===== config.mk =====
export PLATFORM = sky130hd
export DESIGN_NAME = srg_top
export DESIGN_NICKNAME = d
export VERILOG_FILES = /design/src/logic/srg_pkg.sv /design/src/logic/srg_apb.sv /design/src/logic/srg_top.sv
export SDC_FILE = /design/constraint.sdc
export NUM_CORES = 1
export LEC_CHECK = 0
export ABC_AREA = 1
export BUFFER_PORTS_ARGS = -buffer_cell sky130_fd_sc_hd__buf_4
export CORE_ASPECT_RATIO = 2
export CORE_UTILIZATION = 40
export CTS_CLUSTER_SIZE = 24
export DETAILED_ROUTE_END_ITERATION = 8
export RECOVER_POWER = 100
export SETUP_SLACK_MARGIN = 0.3
export SLEW_MARGIN = 25
export SYNTH_ARGS = -nofsm -noshare
export SYNTH_HDL_FRONTEND = slang
export SYNTH_HIERARCHICAL = 1
export SYNTH_SLANG_ARGS = --single-unit

===== constraint.sdc =====
create_clock -name core_clk_in -period 2.4 [get_ports core_clk_in]
set_input_delay 0.12 -clock core_clk_in [delete_from_list [all_inputs] [get_ports core_clk_in]]
set_output_delay 0.12 -clock core_clk_in [all_outputs]
set_load 0.05 [all_outputs]

===== src/logic/srg_pkg.sv =====
/*
  Package for the supply reset generator: hold delay options, timing
  constants and state encodings.
  Assumes a 40 MHz core clock; used by srg_top and srg_apb.
*/
package srg_pkg;
  localparam int unsigned CLK_HZ        = 40_000_000;
  localparam int unsigned HOLD_US_OPT0  = 1400;
  localparam int unsigned HOLD_US_OPT1  = 30000;
  localparam int unsigned HOLD_US_OPT2  = 200000;
  localparam int unsigned HOLD_US_OPT3  = 1600000;
  localparam logic [1:0]  HOLD_SEL_STD  = 2'h2;
  localparam int unsigned CNT_W         = 27;

  // Least times round up to whole cycles
  function automatic logic [CNT_W-1:0] srg_us_to_cycles(input int unsigned us);
    longint unsigned prod;
    prod = (longint'(us) * longint'(CLK_HZ) + 64'd999999) / 64'd1000000;
    return prod[CNT_W-1:0];
  endfunction

  localparam logic [CNT_W-1:0] HOLD_CYC_OPT0 = srg_us_to_cycles(HOLD_US_OPT0);
  localparam logic [CNT_W-1:0] HOLD_CYC_OPT1 = srg_us_to_cycles(HOLD_US_OPT1);
  localparam logic [CNT_W-1:0] HOLD_CYC_OPT2 = srg_us_to_cycles(HOLD_US_OPT2);
  localparam logic [CNT_W-1:0] HOLD_CYC_OPT3 = srg_us_to_cycles(HOLD_US_OPT3);

  // APB register map
  localparam logic [11:0] REG_CTRL   = 12'h000;
  localparam logic [11:0] REG_STATUS = 12'h004;
  localparam int unsigned CTRL_SEL_LSB = 0;
  localparam int unsigned CTRL_PU_BIT  = 2;
  localparam logic [31:0] CTRL_RESET   = 32'h0000_0006;

  typedef enum logic [1:0] {
    SRG_POWERUP,
    SRG_ASSERTED,
    SRG_HOLDING,
    SRG_RELEASED
  } srg_state_t;
endpackage


===== src/logic/srg_apb.sv =====
/*
  APB slave for the supply reset generator: a control word (hold delay
  select, internal pull-up fitted) and a read-only status word.
  Assumes an APB master on core_clk_in; zero wait states.
*/
`timescale 1ns/10ps
module srg_apb (
  input  wire logic        core_clk_in,
  input  wire logic        rst_in,
  input  wire logic        psel_in,
  input  wire logic        penable_in,
  input  wire logic        pwrite_in,
  input  wire logic [11:0] paddr_in,
  input  wire logic [31:0] pwdata_in,
  input  wire logic [31:0] status_in,
  output logic      [31:0] prdata_out,
  output logic             pslverr_out,
  output logic      [1:0]  hold_sel_out,
  output logic             pullup_fit_out
);
  logic [31:0] ctrl;
  wire         access   = psel_in & penable_in;
  wire         hit_ctrl = (paddr_in == srg_pkg::REG_CTRL);
  wire         hit_stat = (paddr_in == srg_pkg::REG_STATUS);
  wire         mapped   = hit_ctrl | hit_stat;
  wire  [31:0] rd_mux   = hit_ctrl ? ctrl : (hit_stat ? status_in : 32'h0000_0000);

  always_ff @(posedge core_clk_in)
  begin
    if (rst_in)
    begin
      ctrl        <= srg_pkg::CTRL_RESET;
      prdata_out  <= 32'h0000_0000;
      pslverr_out <= 1'b0;
    end
    else
    begin
      // Registered answer on the setup cycle so it is ready in access
      prdata_out  <= rd_mux;
      pslverr_out <= psel_in & ~penable_in & ~mapped;
      if (access && pwrite_in && hit_ctrl)
        ctrl <= {29'h0, pwdata_in[srg_pkg::CTRL_PU_BIT], pwdata_in[1:0]};
    end
  end

  assign hold_sel_out   = ctrl[srg_pkg::CTRL_SEL_LSB +: 2];
  assign pullup_fit_out = ctrl[srg_pkg::CTRL_PU_BIT];
endmodule // srg_apb


===== src/logic/srg_top.sv =====
/*
  Supply reset generator top: merges supply, push-button, watchdog and
  power-up causes into one reset condition, stretches it by the hold
  delay, and drives active-low and active-high reset pins.
  Assumes the comparator and watchdog deliver levels synchronous to
  core_clk_in; rst_in stands for power-up.
*/
// The register addresses and the APB interface to the registers were chosen for this implementation.
// Functional notes
// - Reset is active while push-button is low or watchdog has expired.
// - Supply below trip point forces every reset output active at once.
// - On rising supply, reset persists until above trip plus hysteresis.
// - Outputs stay active for full hold delay after all causes clear.
// - Hold count starts when all causes clear; expiry releases the outputs.
// - Hold delay options 1.4 ms, 30 ms, 200 ms, 1.6 s; default 200 ms.
// - Active-low output low in reset; active-high output is the inverse.
// - Active-high output push-pull; only active-low may be open-drain.
// - Internal pull-up disconnected whenever open-drain output drives low.
// - Output valid and active from power-up until supply clears.
`timescale 1ns/10ps
module srg_top #(
  parameter logic [srg_pkg::CNT_W-1:0] HOLD_CYC_0 = srg_pkg::HOLD_CYC_OPT0,
  parameter logic [srg_pkg::CNT_W-1:0] HOLD_CYC_1 = srg_pkg::HOLD_CYC_OPT1,
  parameter logic [srg_pkg::CNT_W-1:0] HOLD_CYC_2 = srg_pkg::HOLD_CYC_OPT2,
  parameter logic [srg_pkg::CNT_W-1:0] HOLD_CYC_3 = srg_pkg::HOLD_CYC_OPT3,
  parameter bit                        OPEN_DRAIN = 1'b1
) (
  input  wire logic        core_clk_in,
  input  wire logic        rst_in,
  input  wire logic        supply_below_trip_in,
  input  wire logic        supply_above_hys_in,
  input  wire logic        pushbutton_reset_n_in,
  input  wire logic        watchdog_expired_in,
  input  wire logic        psel_in,
  input  wire logic        penable_in,
  input  wire logic        pwrite_in,
  input  wire logic [11:0] paddr_in,
  input  wire logic [31:0] pwdata_in,
  output logic      [31:0] prdata_out,
  output logic             pready_out,
  output logic             pslverr_out,
  output logic             reset_n_out,
  output logic             reset_n_oe_out,
  output logic             reset_out,
  output logic             pullup_en_out
);
  localparam int W = srg_pkg::CNT_W;

  srg_pkg::srg_state_t state;
  srg_pkg::srg_state_t next_state;
  logic [W-1:0]        hold_cnt;
  logic [W-1:0]        next_hold_cnt;
  logic                supply_low;
  logic                next_supply_low;
  logic [1:0]          hold_sel;
  logic                pullup_fit;
  logic [31:0]         status_word;

  // Hysteresis latch: set below trip, cleared only above trip plus margin
  assign next_supply_low = supply_below_trip_in ? 1'b1 :
                           (supply_above_hys_in ? 1'b0 : supply_low);

  // Live causes; supply_below_trip acts combinationally so no cycle is lost
  wire cause = ~pushbutton_reset_n_in | watchdog_expired_in
             | supply_below_trip_in | next_supply_low;

  wire [W-1:0] hold_target = (hold_sel == 2'h0) ? HOLD_CYC_0 :
                             (hold_sel == 2'h1) ? HOLD_CYC_1 :
                             (hold_sel == 2'h2) ? HOLD_CYC_2 : HOLD_CYC_3;

  wire hold_done = (hold_cnt >= hold_target - W'(1));

  always_comb
  begin
    next_state    = state;
    next_hold_cnt = hold_cnt;
    case (state)
      srg_pkg::SRG_POWERUP, srg_pkg::SRG_ASSERTED:
      begin
        next_hold_cnt = '0;
        if (!cause)
          next_state = srg_pkg::SRG_HOLDING;
        else
          next_state = srg_pkg::SRG_ASSERTED;
      end
      srg_pkg::SRG_HOLDING:
      begin
        if (cause)
        begin
          next_state    = srg_pkg::SRG_ASSERTED;
          next_hold_cnt = '0;
        end
        else if (hold_done)
          next_state = srg_pkg::SRG_RELEASED;
        else
          next_hold_cnt = hold_cnt + W'(1);
      end
      srg_pkg::SRG_RELEASED:
      begin
        next_hold_cnt = '0;
        if (cause)
          next_state = srg_pkg::SRG_ASSERTED;
      end
      default:
      begin
        next_state    = srg_pkg::SRG_ASSERTED;
        next_hold_cnt = '0;
      end
    endcase
  end

  wire next_active = (next_state != srg_pkg::SRG_RELEASED);

  always_ff @(posedge core_clk_in)
  begin
    if (rst_in)
    begin
      state      <= srg_pkg::SRG_POWERUP;
      hold_cnt   <= '0;
      supply_low <= 1'b1;
    end
    else
    begin
      state      <= next_state;
      hold_cnt   <= next_hold_cnt;
      supply_low <= next_supply_low;
    end
  end

  // Pins registered from the next state so they change with the state
  always_ff @(posedge core_clk_in)
  begin
    if (rst_in)
    begin
      reset_n_out    <= 1'b0;
      reset_n_oe_out <= 1'b1;
      reset_out      <= 1'b1;
      pullup_en_out  <= 1'b0;
      pready_out     <= 1'b0;
    end
    else
    begin
      reset_n_out    <= ~next_active;
      reset_n_oe_out <= OPEN_DRAIN ? next_active : 1'b1;
      reset_out      <= next_active;
      pullup_en_out  <= OPEN_DRAIN & pullup_fit & ~next_active;
      pready_out     <= psel_in & ~penable_in;
    end
  end

  assign status_word = {27'h0, supply_low, ~pushbutton_reset_n_in,
                        watchdog_expired_in, state};

  srg_apb u_apb (
    .core_clk_in    (core_clk_in),
    .rst_in         (rst_in),
    .psel_in        (psel_in),
    .penable_in     (penable_in),
    .pwrite_in      (pwrite_in),
    .paddr_in       (paddr_in),
    .pwdata_in      (pwdata_in),
    .status_in      (status_word),
    .prdata_out     (prdata_out),
    .pslverr_out    (pslverr_out),
    .hold_sel_out   (hold_sel),
    .pullup_fit_out (pullup_fit)
  );
endmodule // srg_top


# Yosys cells after proc, flatten, opt, wreduce, memory -nomap -nowiden
# Index checks and enable logic that the tools add are counted.
classes:
  n_addsub: 2
  n_lt_le_gt_ge: 1
  n_eq_ne: 8
  n_mux: 15
  n_bitwise: 13
  reduce_logical: 9
op_table:
  columns: ["op", "count"]
  rows:
  - ["$mux W26", 3]
  - ["$mux W27", 2]
  - ["$pmux W27 S2", 1]
  - ["$add A27 B1 Y27 const B", 1]
  - ["$ge A27 B27 Y1", 1]
  - ["$sub A26 B1 Y27 const B", 1]
  - ["$eq A12 B3 Y1 const B", 1]
  - ["$logic_not A12 Y1", 1]
  - ["$mux W2", 4]
  - ["$eq A2 B2 Y1 const B", 3]
  - ["$mux W3", 2]
  - ["$pmux W2 S3", 1]
  - ["$reduce_or A3 Y1", 2]
  - ["$not A1 Y1", 5]
  - ["$and A1 B1 Y1", 4]
  - ["$eq A2 B1 Y1 const B", 2]
  - ["$logic_not A2 Y1", 2]
  - ["$or A1 B1 Y1", 4]
  - ["$reduce_or A2 Y1", 2]
  - ["$ne A3 B3 Y1 const B", 1]
  - ["$logic_and A1 B1 Y1", 2]
  - ["$mux W1", 2]
  - ["$ne A2 B2 Y1 const B", 1]
word_totals:
  regBits: 70
  inputBits: 53

# Longest topological paths before layout
# Gate-level depths: netlist (run 1).
logic_depth:
  ltp_word: 12
  mapped_depth: 20
  ltp_nobuf: 19

# Modules after synthesis
# The synthesis (run 1) kept the hierarchy.
by_module_without_submodules:
  columns: ["mod", "n_inst", "cells_each", "area_each_um2"]
  rows:
  - ["srg_top", 1, 465, 2806.4]
  - ["srg_apb", 1, 146, 1272.5]

# Least setup slack after synthesis (run 1)
# No wires, ideal clock.
synth_timing:
  kind: "register to register"
  from: "reg u_apb.ctrl[0]"
  to: "reg hold_cnt[6]"
  setup_ps: 117
  arrival_time_ps: 2343
  t_required_ps: 2283
  setup_slack_ps: -60
  stages_incl_launch_ff: 16
  n_path_buf: 1
  synth_period_minus_slack_ps: 2460
  path_cell_list: "dfxtp_1 > inv_1 > ha_1 > or2_2 > ha_1 > a21oi_1 > nand2_1 > nand2_1 > nand2_1 > nor2_4 > nand3_4 > buf_8 > nor2_1 > nand2_1 > nand2_1 > nor2_1"
synth_via:
  elab_chain_cells: 7
  word_cells_on_any_way: 9
  cone_classes: "add/sub (1); order compare (1); eq/ne (3); mux (3); reduce/logical (1)"
synth_lines:
  columns: ["item", "line", "source"]
  rows:
  - ["start, declared", "srg_apb.sv:21", "logic [31:0] ctrl;"]
  - ["start signal, assigned", "srg_apb.sv:32", "ctrl <= srg_pkg::CTRL_RESET;"]
  - ["start signal, assigned", "srg_apb.sv:42", "ctrl <= {29'h0, pwdata_in[srg_pkg::CTRL_PU_BIT], pwdata_in[1:0]};"]
  - ["$eq A2 B2 Y1", "srg_top.sv:69", "(hold_sel == 2'h2) ? HOLD_CYC_2 : HOLD_CYC_3;"]
  - ["$mux W26", "srg_top.sv:69", null]
  - ["$mux W26", "srg_top.sv:68", "(hold_sel == 2'h1) ? HOLD_CYC_1 :"]
  - ["$mux W26 (*)", "srg_top.sv:67", "wire [W-1:0] hold_target = (hold_sel == 2'h0) ? HOLD_CYC_0 :"]
  - ["$sub A26 B1 Y27 (*)", "srg_top.sv:71", "wire hold_done = (hold_cnt >= hold_target - W'(1));"]
  - ["$ge A27 B27 Y1 (*)", "srg_top.sv:71", null]
  - ["$ne A3 B3 Y1 (no line) (*)", null, null]
  - ["end signal, assigned", "srg_top.sv:125", "hold_cnt <= next_hold_cnt;"]
  - ["end, declared", "srg_top.sv:51", "logic [W-1:0] hold_cnt;"]
# Every way passes the cells marked *; elsewhere a longest branch is shown, timed or not.
# A chain may end at the register's enable or synchronous reset.

# Worst setup path in the final report (run 1)
layout_timing:
  from: "reg u_apb.ctrl[0]"
  to: "reg hold_cnt[14]"
# The elaborated chain is that of the path after synthesis.

==> reports/results.ini, run 1 <==
[pwr]
lkg_pwr_uw = 0.00226
switching_share_pct = 24.5
switchingPower_uw = 623
power.clock.fraction_pct = 50.7
power.density_cell_area_nw_per_um2 = 474
worst_ir_drop_vdd_mv = 0.674
combPwrFrac_pct = 3.5
power_report.internal_total_uw = 1920
seq_power_share_pct = 45.7

[floorplanning]
placementRows = 51
core_sq_um = 9830
floorplan.initialDensity_pct = 41.5
dieArea_sq_um = 10600
die_y_microns = 145
design.portCount = 91
die_width_microns = 73.4

[placement]
dpl.cell_count = 851
place_worst_setup_slack_ns = -0.00149
dp.final_hpwl_microns = 8980
place_congestion = 0.890
portBuffers = 61

[logic_synthesis]
synth_top_area_share_pct = 34.4
synth_top_area_cell = sky130_fd_sc_hd__dfxtp_1
synth.most_common_cell = sky130_fd_sc_hd__nand2_1
synth_warnings = 6
syn_area_sq_um = 4080
asyncSetResetFlopFracSynth_pct = 0
ys_top_cells_by_area = sky130_fd_sc_hd__dfxtp_1, sky130_fd_sc_hd__nand2_1, sky130_fd_sc_hd__nor2_1
synth_cells = 611
ys_ff_latch = 70
prevailing_post_synth_register_cell = sky130_fd_sc_hd__dfxtp_1
synthTopCellsByCount = sky130_fd_sc_hd__nand2_1, sky130_fd_sc_hd__nor2_1, sky130_fd_sc_hd__inv_1
synth_enable_flop_cells = 0
netlist-cell-type-count = 33
synthesis.area_per_instance_sq_um = 6.68
synth_sequential_area_ratio_pct = 34.4

[cts]
tritoncts_clock_tree = yes
clk-insertion-delay-late_ns = 0.34
cts-buffers-inserted = 9
ctsLongestPathBuffers = 2
ctsHtreeMaxLevel = 3
cts_num_sinks = 70
worst_setup_hold_path_clk_slew_ns = 0.06
clockRootBuffer = sky130_fd_sc_hd__clkbuf_16

[finish]
fraction_of_layout_instances_using_a_drive_strength_above_1_pct = 17.9
num_antenna_cells = 0
finish.cell_count_without_fillers = 875
area_of_the_multi_input_gates_sq_um = 2470
seq_area_sq_um = 1410
utilization_pct = 54.6
nets = 820
area_delta_synth_final_pct = 31.6
fillerInstances = 1041

[sta]
period_share_pct = 99.8
timing.clock.skew_ns = 0.00605
setup_repair_after_global_routing_missed_its_margin = true
post-route-min-period_ns = 2.39
maxSlewViolCount = 0
report.final.hold_viol_count = 0
slew-limit-headroom_pct = 3.41
setup_viol_count_final = 0
setup_slack_after_layout_ns = 0.00589
tightestPinTransition_ns = 1.45
fmaxAchievable_mhz = 418

[grt]
grt_first_pass_wirelength_microns = 18000
first_global_vias = 3933
antenna_found_initial = 0
globalRoute.totalOverflow = 0
grt_use_total_pct = 22.6
maximum_number_of_pins_on_one_net_before_global_route_repair = 30

[setup_path]
critical_path.most_common_cell = sky130_fd_sc_hd__nand2_1
cp_peak_stage_delay_ns = 0.41
worst_path_max_fanout = 9
r2r_slack_ns = 0.006
r2r-start = u_apb/ctrl[0]
r2r.worst_path.cells = 18
cp.arrival_ns = 2.65
timing.setup.critical_path_class = reg2reg
path_delay_family = simple AND/OR/NAND/NOR gates
worstSetupEndpointType = flip-flop
path_cells = inv_6, ha_4, o211ai_1, nand2_1, nand3_1, ha_1, nand2_1, inv_1, nand2_2, nor2_2, nand2_1, nor2_2, nor2_4, nand3_4, buf_4, nand2_8, nand2_1, a21oi_1
worstReg2RegEnd = hold_cnt[14]
critPathRequiredTime_ns = 2.66
cpMaxStageDelayCell = sky130_fd_sc_hd__dfxtp_4
number_of_buffers_and_inverters_on_the_critical_path = 3
worstSetupStartpointType = flip-flop

[drt]
post-route-drc-count = 0
avgViaCountPerCell = 4.64
wl_per_cell_microns = 13.0
drt_first_pass_iters = 4
detail-route-antenna-nets = 0
wirelength_microns = 11400
drt-initial-drc-count = 192
routed-via-count = 4056

[min_path]
min_delay_path_depth = 3
min_from = psel_in
hold_path_class = in2reg
worstHoldEndpoint = pready_out

[run_status]
status = complete, no violations

[job]
cap_viol_max_count = 0

## layout by cell type, fill, tap and decap left out, drive strengths merged
master	count
ha	29
clkinvlp	2
o21ai	6
o21bai	5
nor3	6
clkinv	1
buf	57
nor2	128
o211ai	1
a21oi	27
dfxtp	70
clkbuf	50
conb	29
inv	102
and3	1
or2	5
xnor2	1
dlygate4sd3	2
a21o	2
nand4	7
nand3	48
xor2	2
nand2	162
## flip-flops by register name, summed over array words and instances (netlist names)
register and cells:
reset_out 1, hold_cnt 27, supply_low 1, reset_n_out 1, pready_out 1, state 2
u_apb/ctrl 3, u_apb/prdata_out 32, u_apb/pslverr_out 1, pullup_en_out 1
## layer usage
layer	part of all wire (%)	wire, microns	track usage [%]	up-vias
met5	0	0	0	-
met4	7.6	860	16.9	0
met3	3.9	447	4.50	41
met2	54	6200	42.4	101
met1	34	3870	20.6	1803
li1	-	-	-	2111
## metrics by stage
| step | hold WS (ns) | total power [uW] | area (sq um) | TNS [ns] |
|---|---|---|---|---|
| floorplan | 0.192 | 1240 | 4260 | 0 |
| global placement | 0.300 | 1280 | 5030 | 0 |
| detailed placement | 0.305 | 1280 | 5030 | -0.00149 |
| CTS | 0.0135 | 2570 | 5370 | 0 |
| global route | 0.0377 | 2630 | 5370 | -4.77 |
| finish | 0.0187 | 2550 | 5370 | 0 |
## tightest hold or removal path, stage by stage
cell	delay (ns)
sky130_fd_sc_hd__buf_4	0.08
sky130_fd_sc_hd__nand2_1	0.04
sky130_fd_sc_hd__nor2_1	0.07
## layout make-up
cell class,count,area share [%]
sequential,70,26.2
clock buffer,9,4.20
clock inverter,7,1.19
tap,132,3.08
multi-input combinational,459,46.1
inverter,98,7.04
timing repair buffer,100,12.2
## cell families (layout without fill, tap and decap cells)
kind of cell    count (synthesis)  count (layout)  synth area share, %
xor+xnor                        3               3                0.644
compound gates                 41              41                 5.52
simple gates                  355             357                 38.6
buf+inv                       111             214                 11.8
flops                          70              70                 34.4
other cells                     2              29                0.184
fa+ha+maj                      29              29                 8.90
## timing repair
item                                    4_1_cts  5_1_grt
pin swaps                                     5        5
endpoints found under the setup margin       31       31
hold buffers                                  2        0
gates resized for setup                      10       23
cloned                                        0        2
endpoints found under the hold margin         2        0
buffers inserted                              1        3
## power by group through the flow
stage          Clock [uW]  Combinational [uW]  Sequential [uW]
6_report             1290                90.1             1170
5_1_grt              1370                 102             1160
4_1_cts              1320                91.1             1160
3_5_place_dp            0                88.4             1190
3_3_place_gp            0                88.0             1190
2_1_floorplan           0                44.1             1200
## worst max-delay path by stage
stage,to,slack (ns),from,depth (start not counted)
finish,hold_cnt[14],0.006,u_apb/ctrl[0],18
global route,hold_cnt[23],-0.20,u_apb/ctrl[1],19
CTS,hold_cnt[13],0.03,u_apb/ctrl[0],17
detailed placement,hold_cnt[3],-0.001,u_apb/ctrl[1],19
global placement,hold_cnt[3],0.02,u_apb/ctrl[0],18
floorplan,hold_cnt[10],0.19,u_apb/ctrl[0],14
Note: power is estimated with default switching activity, not from simulation.
==> run 2: changes to the inputs <==
--- a/config.mk
+++ b/config.mk
@@ -7,14 +7,14 @@
 export LEC_CHECK = 0
 export ABC_AREA = 1
 export BUFFER_PORTS_ARGS = -buffer_cell sky130_fd_sc_hd__buf_4
-export CORE_ASPECT_RATIO = 2
+export CORE_ASPECT_RATIO = 0.8
 export CORE_UTILIZATION = 40
 export CTS_CLUSTER_SIZE = 24
 export DETAILED_ROUTE_END_ITERATION = 8
+export PLACE_DENSITY = 0.66
 export RECOVER_POWER = 100
 export SETUP_SLACK_MARGIN = 0.3
 export SLEW_MARGIN = 25
 export SYNTH_ARGS = -nofsm -noshare
 export SYNTH_HDL_FRONTEND = slang
-export SYNTH_HIERARCHICAL = 1
 export SYNTH_SLANG_ARGS = --single-unit
==> run 2 against run 1 <==
  * Sequential cell count is 27 lower
  * Register-to-register slack got worse by 0.05 ns
  * Power shrank 43%
  * Largest cell class unchanged
  * Sequential power is 39% lower
  * Via count decreased by 17%
  * Clock power is 56% lower
  * Synthesized cell count fell by 14%
  * The flow now finishes with violations (setup timing)
  * First-iteration DRC count is 16% higher
  * Count of clock-buffer cells in the layout shrank 2
  * Global-route usage down 1.9 points
  * Final area decreased by 22%
==> reports/results.ini, run 2 <==
[run_status]
status = complete, but fails checks
failing_checks = setup timing

[drt]
post-route-drc-count = 0
avgViaCountPerCell = 4.90
detail-route-antenna-nets = 0
wirelength_microns = 8770
wl_per_cell_microns = 12.8
routed-via-count = 3355
drt-initial-drc-count = 222
drt_first_pass_iters = 5

[finish]
fillerInstances = 785
top_regs = hold_cnt x27, u_apb.prdata_out x5, u_apb.ctrl x3
nets = 657
area_of_the_multi_input_gates_sq_um = 2310
area_delta_synth_final_pct = 24.4
layout_common_cells = sky130_fd_sc_hd__nand2_1, sky130_fd_sc_hd__nor2_1, sky130_fd_sc_hd__inv_1
mostFrequentLayoutCell = sky130_fd_sc_hd__nand2_1
seq_area_sq_um = 868
largest_register = hold_cnt
layout.cell_area.non_filler_sq_um = 4180
fraction_of_layout_instances_using_a_drive_strength_above_1_pct = 21.3
max_ffs_per_register = 27
num_antenna_cells = 0

[floorplanning]
dieArea_sq_um = 8760
design.portCount = 91
die_width_microns = 104
die_y_microns = 83.9
floorplan.initialDensity_pct = 41.8
placementRows = 29
core_sq_um = 8020

[cts]
tritoncts_clock_tree = yes
clk-insertion-delay-late_ns = 0.30
worst_setup_hold_path_clk_slew_ns = 0.09
clockRootBuffer = sky130_fd_sc_hd__clkbuf_8
cts_num_sinks = 43
cts-buffers-inserted = 5
ctsHtreeMaxLevel = 2
ctsLongestPathBuffers = 2

[pwr]
seq_power_share_pct = 49.4
switching_share_pct = 28.0
lkg_pwr_uw = 0.00182
combPwrFrac_pct = 11.0
power.clock.fraction_pct = 39.6
worst_ir_drop_vdd_mv = 0.232
switchingPower_uw = 406
power.density_cell_area_nw_per_um2 = 347
power_report.internal_total_uw = 1040

[grt]
grt_first_pass_wirelength_microns = 14700
grt_use_total_pct = 20.7
first_global_vias = 3135
globalRoute.totalOverflow = 0
maximum_number_of_pins_on_one_net_before_global_route_repair = 17
antenna_found_initial = 0

[sta]
post-route-min-period_ns = 2.44
slew-limit-headroom_pct = 55.7
tightestPinTransition_ns = 0.664
fmaxAchievable_mhz = 409
timing.clock.skew_ns = 0.00962
period_share_pct = 102
maxSlewViolCount = 0
fin_worst_hold_slack_ns = 0.0139
report.final.hold_viol_count = 0
setup_slack_after_layout_ns = -0.0437
setup_repair_after_global_routing_missed_its_margin = true
setup_viol_count_final = 8

[logic_synthesis]
synth_enable_flop_cells = 0
synthesis.area_per_instance_sq_um = 6.42
synth_top_family_by_area = simple AND/OR/NAND/NOR gates
prevailing_post_synth_register_cell = sky130_fd_sc_hd__dfxtp_1
multiplexer_area_fraction_after_synthesis_pct = 0
synth_compound_area_share_pct = 8.17
adder_cell_fraction_of_synth_area_pct = 10.4
synth_sequential_area_ratio_pct = 25.7
synth_cells = 523
synthTopCellsByCount = sky130_fd_sc_hd__nand2_1, sky130_fd_sc_hd__nor2_1, sky130_fd_sc_hd__inv_1
synth_top_area_share_pct = 25.7
synth_warnings = 0
synth-simple-area-share_pct = 38.2
synth.most_common_cell = sky130_fd_sc_hd__nand2_1
ys_top_cells_by_area = sky130_fd_sc_hd__dfxtp_1, sky130_fd_sc_hd__nand2_1, sky130_fd_sc_hd__ha_1
syn_area_sq_um = 3360
synth_xor_area_share_pct = 1.30
ys_ff_latch = 43
netlist-cell-type-count = 35
synth_top_area_cell = sky130_fd_sc_hd__dfxtp_1
asyncSetResetFlopFracSynth_pct = 0

[job]
cap_viol_max_count = 0

[placement]
dp.final_hpwl_microns = 6600
placed_standard_cell_area_sq_um = 3790
place_congestion = 0.903
portBuffers = 34

[setup_path]
worstSetupStartpointType = flip-flop
worst_path_max_fanout = 5
worstSetupEndpointType = flip-flop
timing.setup.critical_path_class = reg2reg
critPathRequiredTime_ns = 2.60
cp.arrival_ns = 2.65

[min_path]
hold_path_class = in2reg

run 2: changes by cell type after synthesis, moves of 8 or more:
cell / previous run / this run
sky130_fd_sc_hd__buf_4: 1 / 30
sky130_fd_sc_hd__nor2_1: 112 / 84
sky130_fd_sc_hd__nand2_1: 156 / 124
sky130_fd_sc_hd__nor2_4: 13 / 2
sky130_fd_sc_hd__a21oi_1: 27 / 19
sky130_fd_sc_hd__dfxtp_1: 70 / 43
sky130_fd_sc_hd__inv_1: 97 / 62
run 2: path summary, 6_finish.rpt:
check	from	endpoint	slack, ns	cells past startpoint
max	u_apb.ctrl[1]	hold_cnt[6]	-0.04	17
min	supply_below_trip_in	supply_low	0.01	3
max reg2reg	u_apb.ctrl[1]	hold_cnt[6]	-0.04	17
min reg2reg	supply_low	u_apb.prdata_out[4]	0.44	2
run 2: metrics by stage:
step / setup TNS [ns] / setup slack [ns] / instances / util [%] / total power [uW]
6_report: -0.166 / -0.0437 / 685 / 52.1 / 1450
5_1_grt: -4.04 / -0.178 / 685 / 52.1 / 1490
4_1_cts: -0.175 / -0.0360 / 684 / 50.6 / 1450
3_5_place_dp: -0.337 / -0.0389 / 670 / 47.3 / 887
3_3_place_gp: 0 / 0.0299 / 670 / 47.3 / 886
2_1_floorplan: 0 / 0.104 / 550 / - / 885
run 2: logic make-up (layout without fill, tap and decap cells):
group | Yosys count | count (layout)
XOR/XNOR | 5 | 5
AO/OA/AOI/OAI | 46 | 46
other | 2 | 29
buffers and inverters | 107 | 134
AND/OR/NAND/NOR | 292 | 292
adder cells (fa/ha/maj) | 28 | 28
flip-flops | 43 | 43
run 2: routing by layer:
layer | part of all wire [%] | GRT usage, % | vias to the layer above | routed length, microns
met5 | 0 | 0 | - | 0
li1 | - | - | 1707 | -
met2 | 47 | 35.9 | 101 | 4140
met1 | 46 | 26.9 | 1532 | 4000
met4 | 1.8 | 4.81 | 0 | 160
met3 | 5.4 | 3.04 | 15 | 477
run 2: final cells by class:
class / count / area share (%)
well taps: 108 / 3.24
multi-input cells: 400 / 55.4
inverters: 69 / 6.50
flip-flops and latches: 43 / 20.8
clock buffers: 7 / 2.58
clock inverters: 1 / 0.120
repair buffers: 57 / 11.4
run 2: power groups by stage:
stage | logic (uW) | clock network (uW) | registers, uW
floorplan | 148 | 0 | 737
global placement | 154 | 0 | 732
detailed placement | 155 | 0 | 732
CTS | 158 | 579 | 716
global route | 169 | 603 | 716
finish | 160 | 573 | 716
run 2: repair_timing:
item                                    in CTS  in global routing
hold buffers                                 1                  0
hold endpoints to repair                     1                  0
endpoints found under the setup margin      31                 31
resized for setup                           22                 30
gates cloned                                 1                  1
pin swaps                                    7                 17
buffers inserted                             4                  0
run 2: worst max-delay path, cell delays in order, from the launching register on:
cell and delay (ns):
sky130_fd_sc_hd__dfxtp_4 0.40, sky130_fd_sc_hd__inv_6 0.06, sky130_fd_sc_hd__ha_4 0.16, sky130_fd_sc_hd__nand3b_1 0.16, sky130_fd_sc_hd__nand2_1 0.09, sky130_fd_sc_hd__nand3_2 0.10, sky130_fd_sc_hd__ha_4 0.29, sky130_fd_sc_hd__nand2_4 0.05
sky130_fd_sc_hd__nor2_4 0.12, sky130_fd_sc_hd__nand3_2 0.08, sky130_fd_sc_hd__nor2_2 0.10, sky130_fd_sc_hd__nand2_1 0.07, sky130_fd_sc_hd__nand2_2 0.12, sky130_fd_sc_hd__nor2_8 0.07, sky130_fd_sc_hd__nand2_8 0.13, sky130_fd_sc_hd__clkbuf_16 0.15
sky130_fd_sc_hd__o21ai_1 0.05, sky130_fd_sc_hd__and2_1 0.13
==> run 3: changes to the inputs <==
--- a/config.mk
+++ b/config.mk
@@ -7,12 +7,14 @@
 export LEC_CHECK = 0
 export ABC_AREA = 1
 export BUFFER_PORTS_ARGS = -buffer_cell sky130_fd_sc_hd__buf_4
+export CAP_MARGIN = 20
 export CORE_ASPECT_RATIO = 0.8
 export CORE_UTILIZATION = 40
 export CTS_CLUSTER_SIZE = 24
 export DETAILED_ROUTE_END_ITERATION = 8
 export PLACE_DENSITY = 0.66
 export RECOVER_POWER = 100
+export REMOVE_ABC_BUFFERS = 1
 export SETUP_SLACK_MARGIN = 0.3
 export SLEW_MARGIN = 25
 export SYNTH_ARGS = -nofsm -noshare
==> run 3 against run 2 <==
  * The run still ends with setup timing left
  * Sequential cell count unchanged
  * Critical path type unchanged
  * Sequential share of layout area down 0.65 points
  * Die area unchanged
  * Register-to-register slack worse by 0.06 ns
  * Sequential power about the same
  * Largest power group unchanged
  * First-iteration DRC count up 2.7%
  * Utilization up 1.7 points
  * Global-route usage up 0.36 points
  * Routed wire length up 5.8%
  * Combinational power about the same
  * Non-clock buffer count up 11
  * Count of clock-buffer cells in the layout down 2
==> reports/results.ini, run 3 (synthesized netlist as in run 2, its figures left out) <==
[run_status]
status = complete, but fails checks
failing_checks = setup timing

[finish]
nets = 668
num_antenna_cells = 0
utilization_pct = 53.7
layout_common_cells = sky130_fd_sc_hd__nand2_1, sky130_fd_sc_hd__nor2_1, sky130_fd_sc_hd__inv_1
fillerInstances = 779
fraction_of_layout_instances_using_a_drive_strength_above_1_pct = 23.3
mostFrequentLayoutCell = sky130_fd_sc_hd__nand2_1
area_delta_synth_final_pct = 28.4
top_regs = hold_cnt x27, u_apb.prdata_out x5, u_apb.ctrl x3
max_ffs_per_register = 27
largest_register = hold_cnt

[cts]
clockRootBuffer = sky130_fd_sc_hd__clkbuf_8
worst_setup_hold_path_clk_slew_ns = 0.09
ctsLongestPathBuffers = 2
tritoncts_clock_tree = yes
cts_num_sinks = 43
ctsHtreeMaxLevel = 2
cts-buffers-inserted = 5
clk-insertion-delay-late_ns = 0.31

[floorplanning]
dieArea_sq_um = 8760
core_sq_um = 8020
die_y_microns = 83.9
placementRows = 29
die_width_microns = 104
floorplan.initialDensity_pct = 41.8
design.portCount = 91

[grt]
first_global_vias = 2995
maximum_number_of_pins_on_one_net_before_global_route_repair = 18
grt_first_pass_wirelength_microns = 14600
globalRoute.totalOverflow = 0
grt_use_total_pct = 21.0
antenna_found_initial = 0

[setup_path]
r2r-start = u_apb.ctrl[1]
worstSetupStartpointType = flip-flop
r2r.worst_path.cells = 15
worstSetupEndpointType = flip-flop
cp.arrival_ns = 2.72
path_cells = inv_8, ha_4, nand3b_1, nand2_1, nand3_2, ha_4, a21o_1, nor2_1, a21oi_4, nor2_8, nand2_8, clkbuf_16, nand2_1, o21ai_1, and2_1
worst_path_max_fanout = 5
cp_peak_stage_delay_ns = 0.41
critPathRequiredTime_ns = 2.61
cpMaxStageDelayCell = sky130_fd_sc_hd__dfxtp_4
startpoint = u_apb.ctrl[1]
timing.setup.critical_path_class = reg2reg

[placement]
dp.final_hpwl_microns = 6830
place_congestion = 0.870
place_worst_setup_slack_ns = -0.143
portBuffers = 34

[pwr]
power.density_cell_area_nw_per_um2 = 341
lkg_pwr_uw = 0.00184
worst_ir_drop_vdd_mv = 0.279

[sta]
slew-limit-headroom_pct = 33.9
setup_viol_count_final = 23
report.final.hold_viol_count = 0
fmaxAchievable_mhz = 399
setup_repair_after_global_routing_missed_its_margin = true
maxSlewViolCount = 0
period_share_pct = 104
post-route-min-period_ns = 2.50
tightestPinTransition_ns = 0.991
setup_slack_after_layout_ns = -0.105
timing.clock.skew_ns = 0.00674

[drt]
routed-via-count = 3391
drt_first_pass_iters = 4
drt-initial-drc-count = 228
avgViaCountPerCell = 4.87
detail-route-antenna-nets = 0
post-route-drc-count = 0
wirelength_microns = 9280
wl_per_cell_microns = 13.3

[job]
cap_viol_max_count = 0

[min_path]
min_delay_path_depth = 3
min_from = supply_below_trip_in
hold_path_class = in2reg

-- run 3: cell types whose count changed in the layout (fill, tap and decap cells not counted), moves of 2 or more --
| cell | delta |
|---|---|
| sky130_fd_sc_hd__ha_1 | -2 |
| sky130_fd_sc_hd__clkbuf_1 | +3 |
| sky130_fd_sc_hd__nand2_2 | +3 |
| sky130_fd_sc_hd__buf_4 | +5 |
| sky130_fd_sc_hd__nand3_2 | +2 |
| sky130_fd_sc_hd__nand3_1 | -3 |
| sky130_fd_sc_hd__nor2_2 | +3 |
| sky130_fd_sc_hd__buf_6 | +2 |
| sky130_fd_sc_hd__o21ai_1 | +2 |
| sky130_fd_sc_hd__nor2_1 | -3 |
| sky130_fd_sc_hd__nand2_4 | -3 |
| sky130_fd_sc_hd__a21oi_2 | -2 |
| sky130_fd_sc_hd__inv_1 | +2 |
-- run 3: layer usage --
metal | track usage [%] | up-vias | wire [microns]
met5 | 0 | - | 0
met4 | 5.45 | 0 | 170
met2 | 32.0 | 118 | 3930
li1 | - | 1728 | -
met3 | 3.98 | 20 | 605
met1 | 30.2 | 1525 | 4570
-- run 3: metrics by stage --
step / cells / TNS (ns) / total power [uW] / hold WS (ns) / instance area, sq um
6_report: 696 / -1.13 / 1470 / 0.0110 / 4310
3_5_place_dp: 680 / -3.14 / 891 / 0.296 / 3790
5_1_grt: 696 / -5.55 / 1520 / 0.0110 / 4310
2_1_floorplan: 512 / -1.82 / 849 / 0.189 / 3180
3_3_place_gp: 680 / -1.90 / 890 / 0.296 / 3790
4_1_cts: 693 / -0.107 / 1480 / 0.00417 / 4140
-- run 3: where the power goes --
group          leakage (uW)  internal (uW)  switching (uW)
clock network     0.0000581            310             282
logic               0.00143           33.7             128
registers          0.000348            714            1.44
-- run 3: final cells by class --
type	instances	area [sq um]	share of cell area [%]
Multi-Input combinational cell	400	2340	54.4
Inverter	69	272	6.30
Tap cell	108	135	3.14
Clock inverter	3	43.8	1.02
Timing Repair Buffer	68	579	13.4
Sequential cell	43	868	20.2
Clock buffer	5	68.8	1.60
-- run 3: timing repair --
action | in CTS | in global routing
endpoints found under the hold margin | 1 | 0
hold buffers | 1 | 0
endpoints found under the setup margin | 31 | 31
gates cloned | 1 | 2
setup buffers | 3 | 1
gates resized for setup | 45 | 35
pin swaps | 8 | 18
-- run 3: critical path, delay by kind of cell (launching register included) --
kind                       cells  cell delay [ns]
and+or+nand+nor                8             1.04
DFF                            1             0.41
buffers and inverters          2             0.24
adders and majority gates      2             0.39
AOI/OAI and AO/OA              3             0.33
-- run 3: worst paths after layout --
| path | slack (ns) | endpoint |
|---|---|---|
| max | -0.10 | hold_cnt[13] |
| min | 0.01 | supply_low |
| max reg2reg | -0.10 | hold_cnt[13] |
| min reg2reg | 0.44 | u_apb.prdata_out[4] |
